**config.mk**
```make
export PLATFORM = sky130hd
export DESIGN_NAME = token_ring_frame_fields
export DESIGN_NICKNAME = d
export VERILOG_FILES = /design/src/frame_crc32.v /design/src/fc_decode.v /design/src/token_ring_frame_fields.v
export VERILOG_INCLUDE_DIRS = /design/src
export SDC_FILE = /design/constraint.sdc
export NUM_CORES = 1
export LEC_CHECK = 0
export ABC_CLOCK_PERIOD_IN_PS = 2700
export BUFFER_PORTS_ARGS = -buffer_cell sky130_fd_sc_hd__buf_2
export CAP_MARGIN = 20
export CORE_ASPECT_RATIO = 1.4
export CORE_MARGIN = 5
export CORE_UTILIZATION = 30
export CTS_CLUSTER_DIAMETER = 200
export DETAILED_ROUTE_END_ITERATION = 10
export GPL_TIMING_DRIVEN = 0
export PLACE_DENSITY = 0.58
export REMOVE_ABC_BUFFERS = 1
export SYNTH_ARGS = -nofsm -noshare
export SYNTH_HDL_FRONTEND = slang
export SYNTH_HIERARCHICAL = 1
export SYNTH_SLANG_ARGS = --single-unit
```
**constraint.sdc**
```tcl
create_clock -name sys_clk_i -period 2.7 [get_ports sys_clk_i]
set_input_delay 0 -clock sys_clk_i [delete_from_list [all_inputs] [get_ports sys_clk_i]]
set_output_delay 0 -clock sys_clk_i [all_outputs]
set_load 0.01 [all_outputs]
```
**src/ring_frame_map.vh**
```
// constants for the token ring frame field block
//
// Contract
// - transmitter sends 8 to 40 bytes of idle lead-in before each frame
// - receiver accepts and repeats frames with no idle lead-in at all
// - start delimiter is one whole byte on receive; transmit aligns it too
// - length bit zero means 16-bit addresses, one means 48-bit
// - top frame control bit: zero asynchronous, one synchronous
// - format bits: management/MAC, logical link, implementer, future use
// - 80 unrestricted token, c0 restricted token, class zero code zero void
// - class zero: management or next-station; class one: beacon, claim, purge, other
// - hold one 16-bit and one 48-bit own individual address
// - individual destination compared to own address of frame length
// - group destination compared against recognised group set
// - source address length equals destination address length
// - source compared to own address ignoring top bit, sets own-source flag
// - transmit replaces source with own address, top bit zero
// - option sends source address unchanged from the stream
// - option passes only source top bit from the stream
// - receive checks minimum info length and even symbol count
// - first 4 info bytes of MAC frames compared with next MAC frame
// - check 32-bit CRC on receive, append on transmit unless passthrough
// - own frames end with reset E, A and C indicators only
// - repeated frames get E, A, C updated; further indicators pass
`ifndef RING_FRAME_MAP_VH
`define RING_FRAME_MAP_VH
`define REG_CTRL      3'h0
`define REG_SHORT     3'h1
`define REG_LONG_LO   3'h2
`define REG_LONG_HI   3'h3
`define REG_GRP_LO    3'h4
`define REG_GRP_HI    3'h5
`define REG_STATUS    3'h6
`define CTRL_SA_PASS  0
`define CTRL_MSB_PASS 1
`define CTRL_FCS_PASS 2
`define CTRL_LEAD_LSB 8
`define CTRL_LEAD_MSB 13
`define LEAD_RESET    6'h08
`define LEAD_MIN      6'h08
`define LEAD_MAX      6'h28
`define SYM_I         4'h1
`define SYM_T         4'h4
`define SYM_R         4'h5
`define SYM_S         4'h6
`define SYM_JK        8'h23
`define SYM_II        8'h11
`define SYM_TR        8'h45
`define SYM_RR        8'h55
`define FC_C          7
`define FC_L          6
`define ALEN_S_LAST   3'h1
`define ALEN_L_LAST   3'h5
`define FCS_LAST      3'h3
`define FCS_LEN       12'h004
`define INFO_MIN_BC   12'h004
`define INFO_CMP_LEN  12'h008
`define CRC_POLY      32'h04c11db7
`define CRC_INIT      32'hffffffff
`define CRC_RESIDUE   32'hc704dd7b
`define K_UTOK        4'h0
`define K_RTOK        4'h1
`define K_VOID        4'h2
`define K_MGMT        4'h3
`define K_NSA         4'h4
`define K_BEACON      4'h5
`define K_CLAIM       4'h6
`define K_PURGE       4'h7
`define K_OMAC        4'h8
`define K_LLC         4'h9
`define K_IMPL        4'ha
`define K_RESV        4'hb
`endif

```
**src/frame_crc32.v**
```verilog
// serial-in-byte crc32 engine, msb first
`timescale 1ns/1ps
`default_nettype none
`include "ring_frame_map.vh"
module frame_crc32 (
	input  wire        sys_clk_i,
	input  wire        resetn_i,
	input  wire        init_i,
	input  wire        en_i,
	input  wire [7:0]  data_i,
	output reg  [31:0] crc_o
);
	reg [31:0] c;
	integer    k;
	always @* begin
		c = crc_o;
		for (k = 7; k >= 0; k = k - 1) begin
			c = {c[30:0], 1'b0} ^ ((c[31] ^ data_i[k]) ? `CRC_POLY : 32'h0);
		end
	end
	always @(posedge sys_clk_i or negedge resetn_i) begin
		if (!resetn_i)
			crc_o <= `CRC_INIT;
		else if (init_i)
			crc_o <= `CRC_INIT;
		else if (en_i)
			crc_o <= c;
	end
endmodule // frame_crc32
`default_nettype wire

```
**src/fc_decode.v**
```verilog
// frame control byte classifier
`timescale 1ns/1ps
`default_nettype none
`include "ring_frame_map.vh"
module fc_decode (
	input  wire [7:0] fc_i,
	output reg  [3:0] kind_o
);
	always @* begin
		case (fc_i[5:4])
		2'b01: kind_o = `K_LLC;
		2'b10: kind_o = `K_IMPL;
		2'b11: kind_o = `K_RESV;
		default: begin
			if (fc_i[`FC_C]) begin
				case (fc_i[3:0])
				4'h0: kind_o = fc_i[`FC_L] ? `K_RTOK : `K_UTOK;
				4'h2: kind_o = `K_BEACON;
				4'h3: kind_o = `K_CLAIM;
				4'h4: kind_o = `K_PURGE;
				default: kind_o = `K_OMAC;
				endcase
			end else begin
				case (fc_i[3:0])
				4'h0: kind_o = `K_VOID;
				4'hf: kind_o = `K_NSA;
				default: kind_o = `K_MGMT;
				endcase
			end
		end
		endcase
	end
endmodule // fc_decode
`default_nettype wire

```
**src/token_ring_frame_fields.v**
```verilog
// ring engine frame fields: receive parse, repeat, transmit build, registers
//
// The implementer's own choices: the placing of the registers and the Avalon-MM slave port.
`timescale 1ns/1ps
`default_nettype none
`include "ring_frame_map.vh"
module token_ring_frame_fields #(
	parameter ICNT_W = 12
) (
	input  wire        sys_clk_i,
	input  wire        resetn_i,
	input  wire [2:0]  avs_address_i,
	input  wire        avs_read_i,
	input  wire        avs_write_i,
	input  wire [31:0] avs_writedata_i,
	output reg  [31:0] avs_readdata_o,
	output reg         avs_waitrequest_o,
	input  wire [7:0]  rx_sym_i,
	input  wire [1:0]  rx_ctl_i,
	output reg  [7:0]  tx_sym_o,
	output reg  [1:0]  tx_ctl_o,
	input  wire        copy_i,
	output reg  [7:0]  rx_data_o,
	output reg         rx_data_valid_o,
	output reg         rx_done_o,
	output reg  [3:0]  rx_kind_o,
	output reg         addr_match_o,
	output reg         own_source_match_o,
	output reg         crc_ok_o,
	output reg         len_ok_o,
	output reg         repeated_info_o,
	input  wire        tx_req_i,
	input  wire [7:0]  tx_data_i,
	input  wire        tx_valid_i,
	input  wire        tx_last_i,
	output reg         tx_ready_o,
	output reg         tx_done_o,
	output reg         tx_abort_o
);
	localparam R_IDLE = 3'h0, R_FC = 3'h1, R_TOK = 3'h2, R_DA = 3'h3;
	localparam R_SA = 3'h4, R_INFO = 3'h5, R_STAT = 3'h6;
	localparam T_IDLE = 4'h0, T_PRE = 4'h1, T_SD = 4'h2, T_FC = 4'h3, T_DA = 4'h4;
	localparam T_SA = 4'h5, T_INFO = 4'h6, T_FCS = 4'h7, T_ED = 4'h8, T_FS = 4'h9;

	function addr_eq;
		input [47:0] a;
		input [47:0] b;
		input        lng;
		input        ign_msb;
		reg   [47:0] m;
		begin
			m = lng ? 48'hffffffffffff : 48'h00000000ffff;
			if (ign_msb && lng)
				m[47] = 1'b0;
			if (ign_msb && !lng)
				m[15] = 1'b0;
			addr_eq = ((a ^ b) & m) == 48'h0;
		end
	endfunction

	////////////////////////////////////////////////////////////////////////
	// registers over avalon
	reg [2:0]  ctrl_r;
	reg [5:0]  lead_r;
	reg [15:0] own_short_r;
	reg [47:0] own_long_r;
	reg [47:0] grp_r;
	reg [31:0] rdata_nxt;
	wire       req = avs_read_i | avs_write_i;
	wire       wr_go = avs_write_i & ~avs_waitrequest_o;
	wire [5:0] lead_w = avs_writedata_i[`CTRL_LEAD_MSB:`CTRL_LEAD_LSB];
	reg [3:0]  tx_state_r;

	always @* begin
		case (avs_address_i)
		`REG_CTRL: rdata_nxt = {18'h0, lead_r, 5'h0, ctrl_r};
		`REG_SHORT: rdata_nxt = {16'h0, own_short_r};
		`REG_LONG_LO: rdata_nxt = own_long_r[31:0];
		`REG_LONG_HI: rdata_nxt = {16'h0, own_long_r[47:32]};
		`REG_GRP_LO: rdata_nxt = grp_r[31:0];
		`REG_GRP_HI: rdata_nxt = {16'h0, grp_r[47:32]};
		`REG_STATUS: rdata_nxt = {21'h0, tx_abort_o, tx_state_r != T_IDLE,
			repeated_info_o, len_ok_o, crc_ok_o, own_source_match_o,
			addr_match_o, rx_kind_o};
		default: rdata_nxt = 32'h0;
		endcase
	end

	// one wait state: answer is held low for exactly one cycle
	always @(posedge sys_clk_i or negedge resetn_i) begin
		if (!resetn_i) begin
			avs_waitrequest_o <= 1'b1;
			avs_readdata_o <= 32'h0;
			ctrl_r <= 3'h0;
			lead_r <= `LEAD_RESET;
			own_short_r <= 16'h0;
			own_long_r <= 48'h0;
			grp_r <= 48'h0;
		end else begin
			avs_waitrequest_o <= ~(req & avs_waitrequest_o);
			if (req & avs_waitrequest_o)
				avs_readdata_o <= rdata_nxt;
			if (wr_go) begin
				case (avs_address_i)
				`REG_CTRL: begin
					ctrl_r <= avs_writedata_i[2:0];
					if (lead_w < `LEAD_MIN)
						lead_r <= `LEAD_MIN;
					else if (lead_w > `LEAD_MAX)
						lead_r <= `LEAD_MAX;
					else
						lead_r <= lead_w;
				end
				`REG_SHORT: own_short_r <= avs_writedata_i[15:0];
				`REG_LONG_LO: own_long_r[31:0] <= avs_writedata_i;
				`REG_LONG_HI: own_long_r[47:32] <= avs_writedata_i[15:0];
				`REG_GRP_LO: grp_r[31:0] <= avs_writedata_i;
				`REG_GRP_HI: grp_r[47:32] <= avs_writedata_i[15:0];
				default: ;
				endcase
			end
		end
	end

	////////////////////////////////////////////////////////////////////////
	// receive: pins pass two flops before use
	reg [9:0]        rx_s1_r;
	reg [9:0]        rx_s2_r;
	reg [2:0]        rx_state_r;
	reg [2:0]        rcnt_r;
	reg [7:0]        fc_r;
	reg [3:0]        kind_r;
	reg [47:0]       da_r;
	reg [47:0]       sa_r;
	reg [ICNT_W-1:0] icnt_r;
	reg [31:0]       cur_info_r;
	reg [31:0]       prev_info_r;
	reg              prev_mac_r;
	reg              hit_r;
	wire [3:0]       fc_kind;
	wire [31:0]      rx_crc;
	wire [7:0]       rd = rx_s2_r[7:0];
	wire [1:0]       rc = rx_s2_r[9:8];
	wire rx_jk = (rc == 2'b11) && (rd == `SYM_JK);
	wire rx_t_hi = rc[1] && (rd[7:4] == `SYM_T);
	wire rx_t_lo = (rc == 2'b01) && (rd[3:0] == `SYM_T);
	wire rx_lng = fc_r[`FC_L];
	wire [2:0] alast = rx_lng ? `ALEN_L_LAST : `ALEN_S_LAST;
	wire [47:0] own_sel = rx_lng ? own_long_r : {32'h0, own_short_r};
	wire da_grp = rx_lng ? da_r[47] : da_r[15];
	wire da_hit = da_grp ? (addr_eq(da_r, 48'hffffffffffff, rx_lng, 1'b0) |
		addr_eq(da_r, grp_r, rx_lng, 1'b0)) :
		addr_eq(da_r, own_sel, rx_lng, 1'b0);
	wire sa_hit = addr_eq(sa_r, own_sel, rx_lng, 1'b1);
	wire crc_good = rx_crc == `CRC_RESIDUE;
	wire is_bc = (kind_r == `K_BEACON) || (kind_r == `K_CLAIM);
	wire [ICNT_W-1:0] need = is_bc ? `FCS_LEN + `INFO_MIN_BC : `FCS_LEN;
	wire len_good = rx_t_hi && (icnt_r >= need);
	wire rx_err = ~crc_good | ~len_good;
	wire is_mac = (kind_r >= `K_BEACON) && (kind_r <= `K_OMAC);
	wire info_full = icnt_r >= `INFO_CMP_LEN;
	wire rx_end = (rx_state_r == R_INFO) && (rx_t_hi | rx_t_lo);
	wire rx_dat = (rc == 2'b00);
	wire crc_en = rx_dat && (rx_state_r == R_FC || rx_state_r == R_DA ||
		rx_state_r == R_SA || rx_state_r == R_INFO);

	fc_decode u_fc_decode (
		.fc_i   (rd),
		.kind_o (fc_kind)
	);

	frame_crc32 u_rx_crc (
		.sys_clk_i (sys_clk_i),
		.resetn_i  (resetn_i),
		.init_i    (rx_jk),
		.en_i      (crc_en),
		.data_i    (rd),
		.crc_o     (rx_crc)
	);

	always @(posedge sys_clk_i or negedge resetn_i) begin
		if (!resetn_i) begin
			rx_s1_r <= 10'h0;
			rx_s2_r <= 10'h0;
			rx_state_r <= R_IDLE;
			rcnt_r <= 3'h0;
			fc_r <= 8'h0;
			kind_r <= `K_VOID;
			da_r <= 48'h0;
			sa_r <= 48'h0;
			icnt_r <= {ICNT_W{1'b0}};
			cur_info_r <= 32'h0;
			prev_info_r <= 32'h0;
			prev_mac_r <= 1'b0;
			hit_r <= 1'b0;
			rx_data_o <= 8'h0;
			rx_data_valid_o <= 1'b0;
			rx_done_o <= 1'b0;
			rx_kind_o <= `K_VOID;
			addr_match_o <= 1'b0;
			own_source_match_o <= 1'b0;
			crc_ok_o <= 1'b0;
			len_ok_o <= 1'b0;
			repeated_info_o <= 1'b0;
		end else begin
			rx_s1_r <= {rx_ctl_i, rx_sym_i};
			rx_s2_r <= rx_s1_r;
			rx_data_o <= rd;
			rx_data_valid_o <= crc_en;
			rx_done_o <= 1'b0;
			if (rx_jk) begin
				rx_state_r <= R_FC;
			end else begin
				case (rx_state_r)
				R_FC: begin
					fc_r <= rd;
					kind_r <= fc_kind;
					rcnt_r <= 3'h0;
					if (!rx_dat)
						rx_state_r <= R_IDLE;
					else if (fc_kind == `K_UTOK || fc_kind == `K_RTOK)
						rx_state_r <= R_TOK;
					else
						rx_state_r <= R_DA;
				end
				R_TOK: begin
					rx_state_r <= R_IDLE;
					if (rx_t_hi) begin
						rx_done_o <= 1'b1;
						rx_kind_o <= kind_r;
						addr_match_o <= 1'b0;
						own_source_match_o <= 1'b0;
						crc_ok_o <= 1'b1;
						len_ok_o <= 1'b1;
						repeated_info_o <= 1'b0;
					end
				end
				R_DA, R_SA: begin
					if (!rx_dat) begin
						rx_state_r <= R_IDLE;
					end else begin
						rcnt_r <= rcnt_r + 3'h1;
						if (rx_state_r == R_DA)
							da_r <= {da_r[39:0], rd};
						else
							sa_r <= {sa_r[39:0], rd};
						if (rcnt_r == alast) begin
							rcnt_r <= 3'h0;
							icnt_r <= {ICNT_W{1'b0}};
							rx_state_r <= (rx_state_r == R_DA) ? R_SA : R_INFO;
						end
					end
				end
				R_INFO: begin
					if (rx_dat) begin
						if (icnt_r != {ICNT_W{1'b1}})
							icnt_r <= icnt_r + {{(ICNT_W-1){1'b0}}, 1'b1};
						if (icnt_r < `FCS_LEN)
							cur_info_r <= {cur_info_r[23:0], rd};
					end else if (rx_end) begin
						rx_state_r <= R_STAT;
						hit_r <= da_hit;
						rx_done_o <= 1'b1;
						rx_kind_o <= kind_r;
						addr_match_o <= da_hit;
						own_source_match_o <= sa_hit;
						crc_ok_o <= crc_good;
						len_ok_o <= len_good;
						repeated_info_o <= is_mac && info_full && prev_mac_r &&
							(cur_info_r == prev_info_r);
						if (is_mac) begin
							prev_info_r <= cur_info_r;
							prev_mac_r <= info_full;
						end
						rcnt_r <= 3'h0;
					end else begin
						rx_state_r <= R_IDLE;
					end
				end
				R_STAT: begin
					rcnt_r <= 3'h1;
					if (rc != 2'b11)
						rx_state_r <= R_IDLE;
				end
				default: rx_state_r <= R_IDLE;
				endcase
			end
		end
	end

	// repeat path with status indicator update
	reg [7:0] rep_d;
	always @* begin
		rep_d = rd;
		if (rx_end && rx_t_hi && rd[3:0] == `SYM_R && rx_err)
			rep_d[3:0] = `SYM_S;
		if (rx_state_r == R_STAT && rcnt_r == 3'h0 && rc == 2'b11 && !rx_jk) begin
			if (hit_r)
				rep_d[7:4] = `SYM_S;
			if (hit_r && copy_i)
				rep_d[3:0] = `SYM_S;
		end
	end

	////////////////////////////////////////////////////////////////////////
	// transmit
	reg [3:0]  tx_nxt;
	reg [5:0]  pcnt_r;
	reg [2:0]  tcnt_r;
	reg        tx_lng_r;
	reg [7:0]  tx_b;
	reg [9:0]  tx_out;
	wire [31:0] tx_crc;
	wire       take = tx_valid_i & tx_ready_o;
	wire       fcs_pass = ctrl_r[`CTRL_FCS_PASS];
	wire [2:0] tlast = tx_lng_r ? `ALEN_L_LAST : `ALEN_S_LAST;
	wire [47:0] own_tx = tx_lng_r ? own_long_r : {own_short_r, 32'h0};
	wire [47:0] own_sh = own_tx << {tcnt_r, 3'b000};
	wire [31:0] crc_sh = tx_crc << {tcnt_r[1:0], 3'b000};
	wire       in_data = (tx_state_r == T_FC) || (tx_state_r == T_DA) ||
		(tx_state_r == T_SA) || (tx_state_r == T_INFO);

	frame_crc32 u_tx_crc (
		.sys_clk_i (sys_clk_i),
		.resetn_i  (resetn_i),
		.init_i    (tx_state_r == T_SD),
		.en_i      (take),
		.data_i    (tx_b),
		.crc_o     (tx_crc)
	);

	always @* begin
		tx_b = tx_data_i;
		if (tx_state_r == T_SA && !ctrl_r[`CTRL_SA_PASS]) begin
			tx_b = own_sh[47:40];
			if (tcnt_r == 3'h0)
				tx_b[7] = ctrl_r[`CTRL_MSB_PASS] & tx_data_i[7];
		end
	end

	always @* begin
		tx_nxt = tx_state_r;
		tx_out = {2'b00, tx_b};
		case (tx_state_r)
		T_IDLE: begin
			tx_out = {rc, rep_d};
			if (tx_req_i)
				tx_nxt = T_PRE;
		end
		T_PRE: begin
			tx_out = {2'b11, `SYM_II};
			if (pcnt_r == lead_r - 6'h1)
				tx_nxt = T_SD;
		end
		T_SD: begin
			tx_out = {2'b11, `SYM_JK};
			tx_nxt = T_FC;
		end
		T_FC, T_DA, T_SA, T_INFO: begin
			if (!tx_valid_i) begin
				tx_out = {2'b11, `SYM_II};
				tx_nxt = T_IDLE;
			end else if (tx_state_r == T_FC) begin
				tx_nxt = T_DA;
			end else if (tx_state_r != T_INFO && tcnt_r != tlast) begin
				tx_nxt = tx_state_r;
			end else if (tx_state_r == T_DA) begin
				tx_nxt = T_SA;
			end else if (tx_last_i) begin
				tx_nxt = fcs_pass ? T_ED : T_FCS;
			end else begin
				tx_nxt = T_INFO;
			end
		end
		T_FCS: begin
			tx_out = {2'b00, ~crc_sh[31:24]};
			if (tcnt_r == `FCS_LAST)
				tx_nxt = T_ED;
		end
		T_ED: begin
			tx_out = {2'b11, `SYM_TR};
			tx_nxt = T_FS;
		end
		T_FS: begin
			tx_out = {2'b11, `SYM_RR};
			tx_nxt = T_IDLE;
		end
		default: tx_nxt = T_IDLE;
		endcase
	end

	always @(posedge sys_clk_i or negedge resetn_i) begin
		if (!resetn_i) begin
			tx_state_r <= T_IDLE;
			pcnt_r <= 6'h0;
			tcnt_r <= 3'h0;
			tx_lng_r <= 1'b0;
			tx_sym_o <= `SYM_II;
			tx_ctl_o <= 2'b11;
			tx_ready_o <= 1'b0;
			tx_done_o <= 1'b0;
			tx_abort_o <= 1'b0;
		end else begin
			tx_state_r <= tx_nxt;
			tx_sym_o <= tx_out[7:0];
			tx_ctl_o <= tx_out[9:8];
			tx_ready_o <= (tx_nxt == T_FC) || (tx_nxt == T_DA) ||
				(tx_nxt == T_SA) || (tx_nxt == T_INFO);
			tx_done_o <= (tx_state_r == T_FS);
			pcnt_r <= (tx_state_r == T_PRE) ? pcnt_r + 6'h1 : 6'h0;
			if (tx_state_r == T_IDLE && tx_req_i)
				tx_abort_o <= 1'b0;
			if (in_data && !tx_valid_i)
				tx_abort_o <= 1'b1;
			if (tx_state_r == T_FC && take)
				tx_lng_r <= tx_data_i[`FC_L];
			if (tx_nxt != tx_state_r)
				tcnt_r <= 3'h0;
			else
				tcnt_r <= tcnt_r + 3'h1;
		end
	end
endmodule // token_ring_frame_fields
`default_nettype wire

```
==> impl_metrics.yaml <==
placement:
  place_inst: 3254
  port_buffers: 125
  dp_hpwl_mm: 54.9
  place.gp.congestion: 0.932
clock_network:
  clockRootBuffer: "clkbuf_16"
  cts_made_buffers: 48
  htreeDepth: 2
  clkSlewWorstSetupHoldPaths_ps: 60
  cts.sinks: 468
  cts_buffer_depth: 3
  cts_tree: "yes"
  clk_latency_ps: 610
power_and_ir_drop:
  power_density_mw_per_mm2: 827
  switchingPower_mw: 8.41
  pwr-share-clk_pct: 28.8
  ir_worst_vdd_uv: 520
  power_frac_comb_pct: 32.6
  seqPwrFrac_pct: 38.7
  swShare_pct: 33.5
  internal_power_mw: 16.7
  finalPower_mw: 25.1
  p_leak_nw: 13.5
layout:
  drive_gt1_share_pct: 34.0
  utilization_pct: 36.6
  synthToLayoutAreaGrowth_pct: 21.5
  register_area_mm2: 0.0118
  final_cells: 3475
  multi_input_area_mm2: 0.0130
  nets: 2427
  fill_cells: 8070
logic_synthesis:
  yosysUniqueCellTypes: 97
  synthTopCellsByCount: "396 x dfrtp_1, 288 x mux2_2, 151 x xor2_1"
  async_flop_share_pct: 100
  synth_most_common_cell: "dfrtp_1"
  ys.flop_type: "dfrtp_1"
  ys_ff_latch: 468
  yosysWarnings: 6
  seq_area_frac_synth_pct: 47.2
  syn_area_mm2: 0.0250
  synth_area_leader_cell: "dfrtp_1"
  synth_top_area_share_pct: 39.7
  syn_area_per_cell_um2: 11.6
  synthCells: 2154
  synth_edf_count: 0
  yosys-top-cells-area: "dfrtp_1 40%, mux2_2 13%, dfstp_2 7.6%"
global_route:
  grt_max_degree: 115
  grt_pass1_vias: 18834
  grt.total_usage_pct: 16.9
  globalRoute.totalOverflow: 0
  grt_pass1_wl_mm: 118
  antenna_found_initial: 4
setup_path:
  path_delay_family: "XOR/XNOR gates"
  path_cells: "buf_6 > mux4_2 > a22oi_2 > o22a_2 > a21oi_4 > xnor2_2 > buf_6 > buf_8 > xnor2_4 > buf_6 > xnor2_4 > xor2_1 > o21ai_1"
  reg2reg_depth: 13
  crit_buf_inv: 4
  critPathMostFrequentCell: "buf_6"
  rrSetupSlack_ps: -340
  critPathMaxStageDelay_ps: 530
  timing.rr.end: "u_tx_crc/crc_o[11]"
  crit_path_max_fanout: 5
  cp.required_ps: 3220
  critPathKind: "register to register"
  endpoint_kind: "register"
  start_kind: "register"
  cp_slowest_cell: "mux4_2"
  worstReg2RegStart: "tcnt_r[0]"
  arrival_ps: 3560
sta:
  period_needed_ps: 3040
  slew_headroom_pct: 23.1
  hold_viol_final: 0
  maxSlewViolCount: 0
  rsz0062_at_grt: "true"
  tns_ps: -6010
  setup-violations-final: 27
  fmax_mhz: 329
  holdWs_ps: 28.9
  worst_slew_pin_slew_ps: 1150
  clock_skew_ps: 34.1
  worst_slack_ps: -337
  post-route-period-util_pct: 112
die:
  initial_core_util_pct: 30.1
  num_io_pins: 126
  die-height_um: 351
  die_x_um: 254
  num_rows: 125
  core_mm2: 0.0829
  die-area_mm2: 0.0892
detailed_routing:
  num_vias: 18156
  drc: 0
  routedWlPerCell_um: 22.3
  wirelength_mm: 77.6
  routed_via_density: 5.22
  drt_first_pass_iters: 5
  drtAntennaViolNets: 0
  drt_iter0_markers: 1148
run_status:
  outcome: "finished, violations left"
  violations: "setup timing"
job:
  cap_violations: 0
min_path:
  hold_path_class: "input port to register"
  hold_path_depth: 3
  min-delay-start: "tx_data_i[7]"
  holdPathEnd: "tx_sym_o[7]"
==> power groups by stage <==
stage,sequential [mW],clock [mW],combinational (mW)
after floorplan,9.24,0,4.65
after global placement,9.86,0,6.13
after detailed placement,9.82,0,6.38
after CTS,9.68,7.42,7.70
after global routing,9.80,7.68,8.70
final,9.71,7.22,8.18
==> cell families after synthesis <==
| logic type | count (synthesis) | synth area share (%) |
|---|---|---|
| muxes | 358 | 16.8 |
| AOI/OAI and AO/OA | 375 | 10.2 |
| buffers and inverters | 150 | 2.74 |
| and+or+nand+nor | 473 | 9.76 |
| DFF | 468 | 47.2 |
| xor gates and xnor gates | 319 | 12.7 |
| adders and majority gates | 11 | 0.551 |
==> tightest hold or removal path, cell delays in order <==
cell     delay, ps
buf_2          130
a32o_2         210
a221o_1        230
==> stage by stage <==
stage	worst slack, ps	area, um2
after floorplan	-1020	24400
after global placement	-7810	26400
after detailed placement	-1200	26900
after CTS	-279	30100
after global routing	-372	30400
final	-337	30400
==> sequential cells by signal, summed over array words and instances, names as in the netlist, 4 cells and up <==
name / flops
own_short_r: 16
tx_state_r: 4
u_tx_crc/crc_o: 32
tx_sym_o: 8
icnt_r: 12
avs_readdata_o: 32
pcnt_r: 6
lead_r: 6
grp_r: 48
u_rx_crc/crc_o: 32
own_long_r: 48
da_r: 48
rx_s2_r: 10
kind_r: 4
rx_data_o: 8
prev_info_r: 32
cur_info_r: 32
rx_kind_o: 4
rx_s1_r: 10
sa_r: 47
==> cells in the final DEF (no fill, tap or decap), types with 9 or more instances in the layout <==
| cell | n |
|---|---|
| dfrtp_1 | 379 |
| mux2_2 | 288 |
| xor2_1 | 145 |
| xnor2_1 | 131 |
| buf_2 | 127 |
| nor2_1 | 126 |
| nand2_1 | 105 |
| o21ai_0 | 87 |
| dfstp_2 | 72 |
| a21oi_1 | 70 |
| dlygate4sd3_1 | 62 |
| clkbuf_16 | 48 |
| buf_4 | 43 |
| mux2i_1 | 37 |
| a22oi_1 | 34 |
| nand4_1 | 34 |
| a211o_1 | 32 |
| nor3_1 | 31 |
| nand3_1 | 31 |
| nor4_1 | 30 |
| xnor2_4 | 24 |
| inv_1 | 22 |
| nor2b_1 | 22 |
| mux4_2 | 19 |
| buf_6 | 15 |
| a31oi_1 | 12 |
| dfrtp_2 | 12 |
| a21o_1 | 11 |
| nand3b_1 | 11 |
| mux2_1 | 11 |
| ha_1 | 11 |
| o21ai_1 | 10 |
| clkbuf_8 | 10 |
| buf_16 | 10 |
| buf_12 | 10 |
| nand2b_1 | 9 |
| nand4b_1 | 9 |
| xnor2_2 | 9 |
==> routing by layer <==
| metal | routed length (um) | GRT usage [%] |
|---|---|---|
| met5 | 13 | 0 |
| met3 | 3130 | 2.19 |
| met2 | 39700 | 30.1 |
| met1 | 31200 | 20.6 |
| met4 | 3520 | 7.27 |
==> what timing repair did <==
action,in CTS,in global routing
hold endpoints to repair,277,0
gates cloned,3,0
pin swaps,29,32
gates resized for setup,77,37
endpoints found under the setup margin,133,82
buffers inserted,54,12
hold buffers,62,0
==> worst max-delay path by stage <==
stage / from / endpoint / cells past startpoint
after floorplan: tcnt_r[0] / u_tx_crc/crc_o[10] / 9
after global placement: resetn_i / avs_readdata_o[12] / 1
after detailed placement: tx_state_r[0] / u_tx_crc/crc_o[7] / 9
after CTS: tx_lng_r / u_tx_crc/crc_o[27] / 11
after global routing: tcnt_r[0] / u_tx_crc/crc_o[7] / 10
final: tcnt_r[0] / u_tx_crc/crc_o[11] / 13
==> area by class of cell <==
cell class / count / area share [%]
tap: 1079 / 4.45
clock inverter: 26 / 1.17
clock buffer: 62 / 4.46
inverter: 25 / 0.317
antenna: 3 / 0.0247
timing repair buffer: 274 / 7.73
sequential: 468 / 39.0
multi-input combinational: 1538 / 42.9
Note: power is estimated with default switching activity, not from simulation.
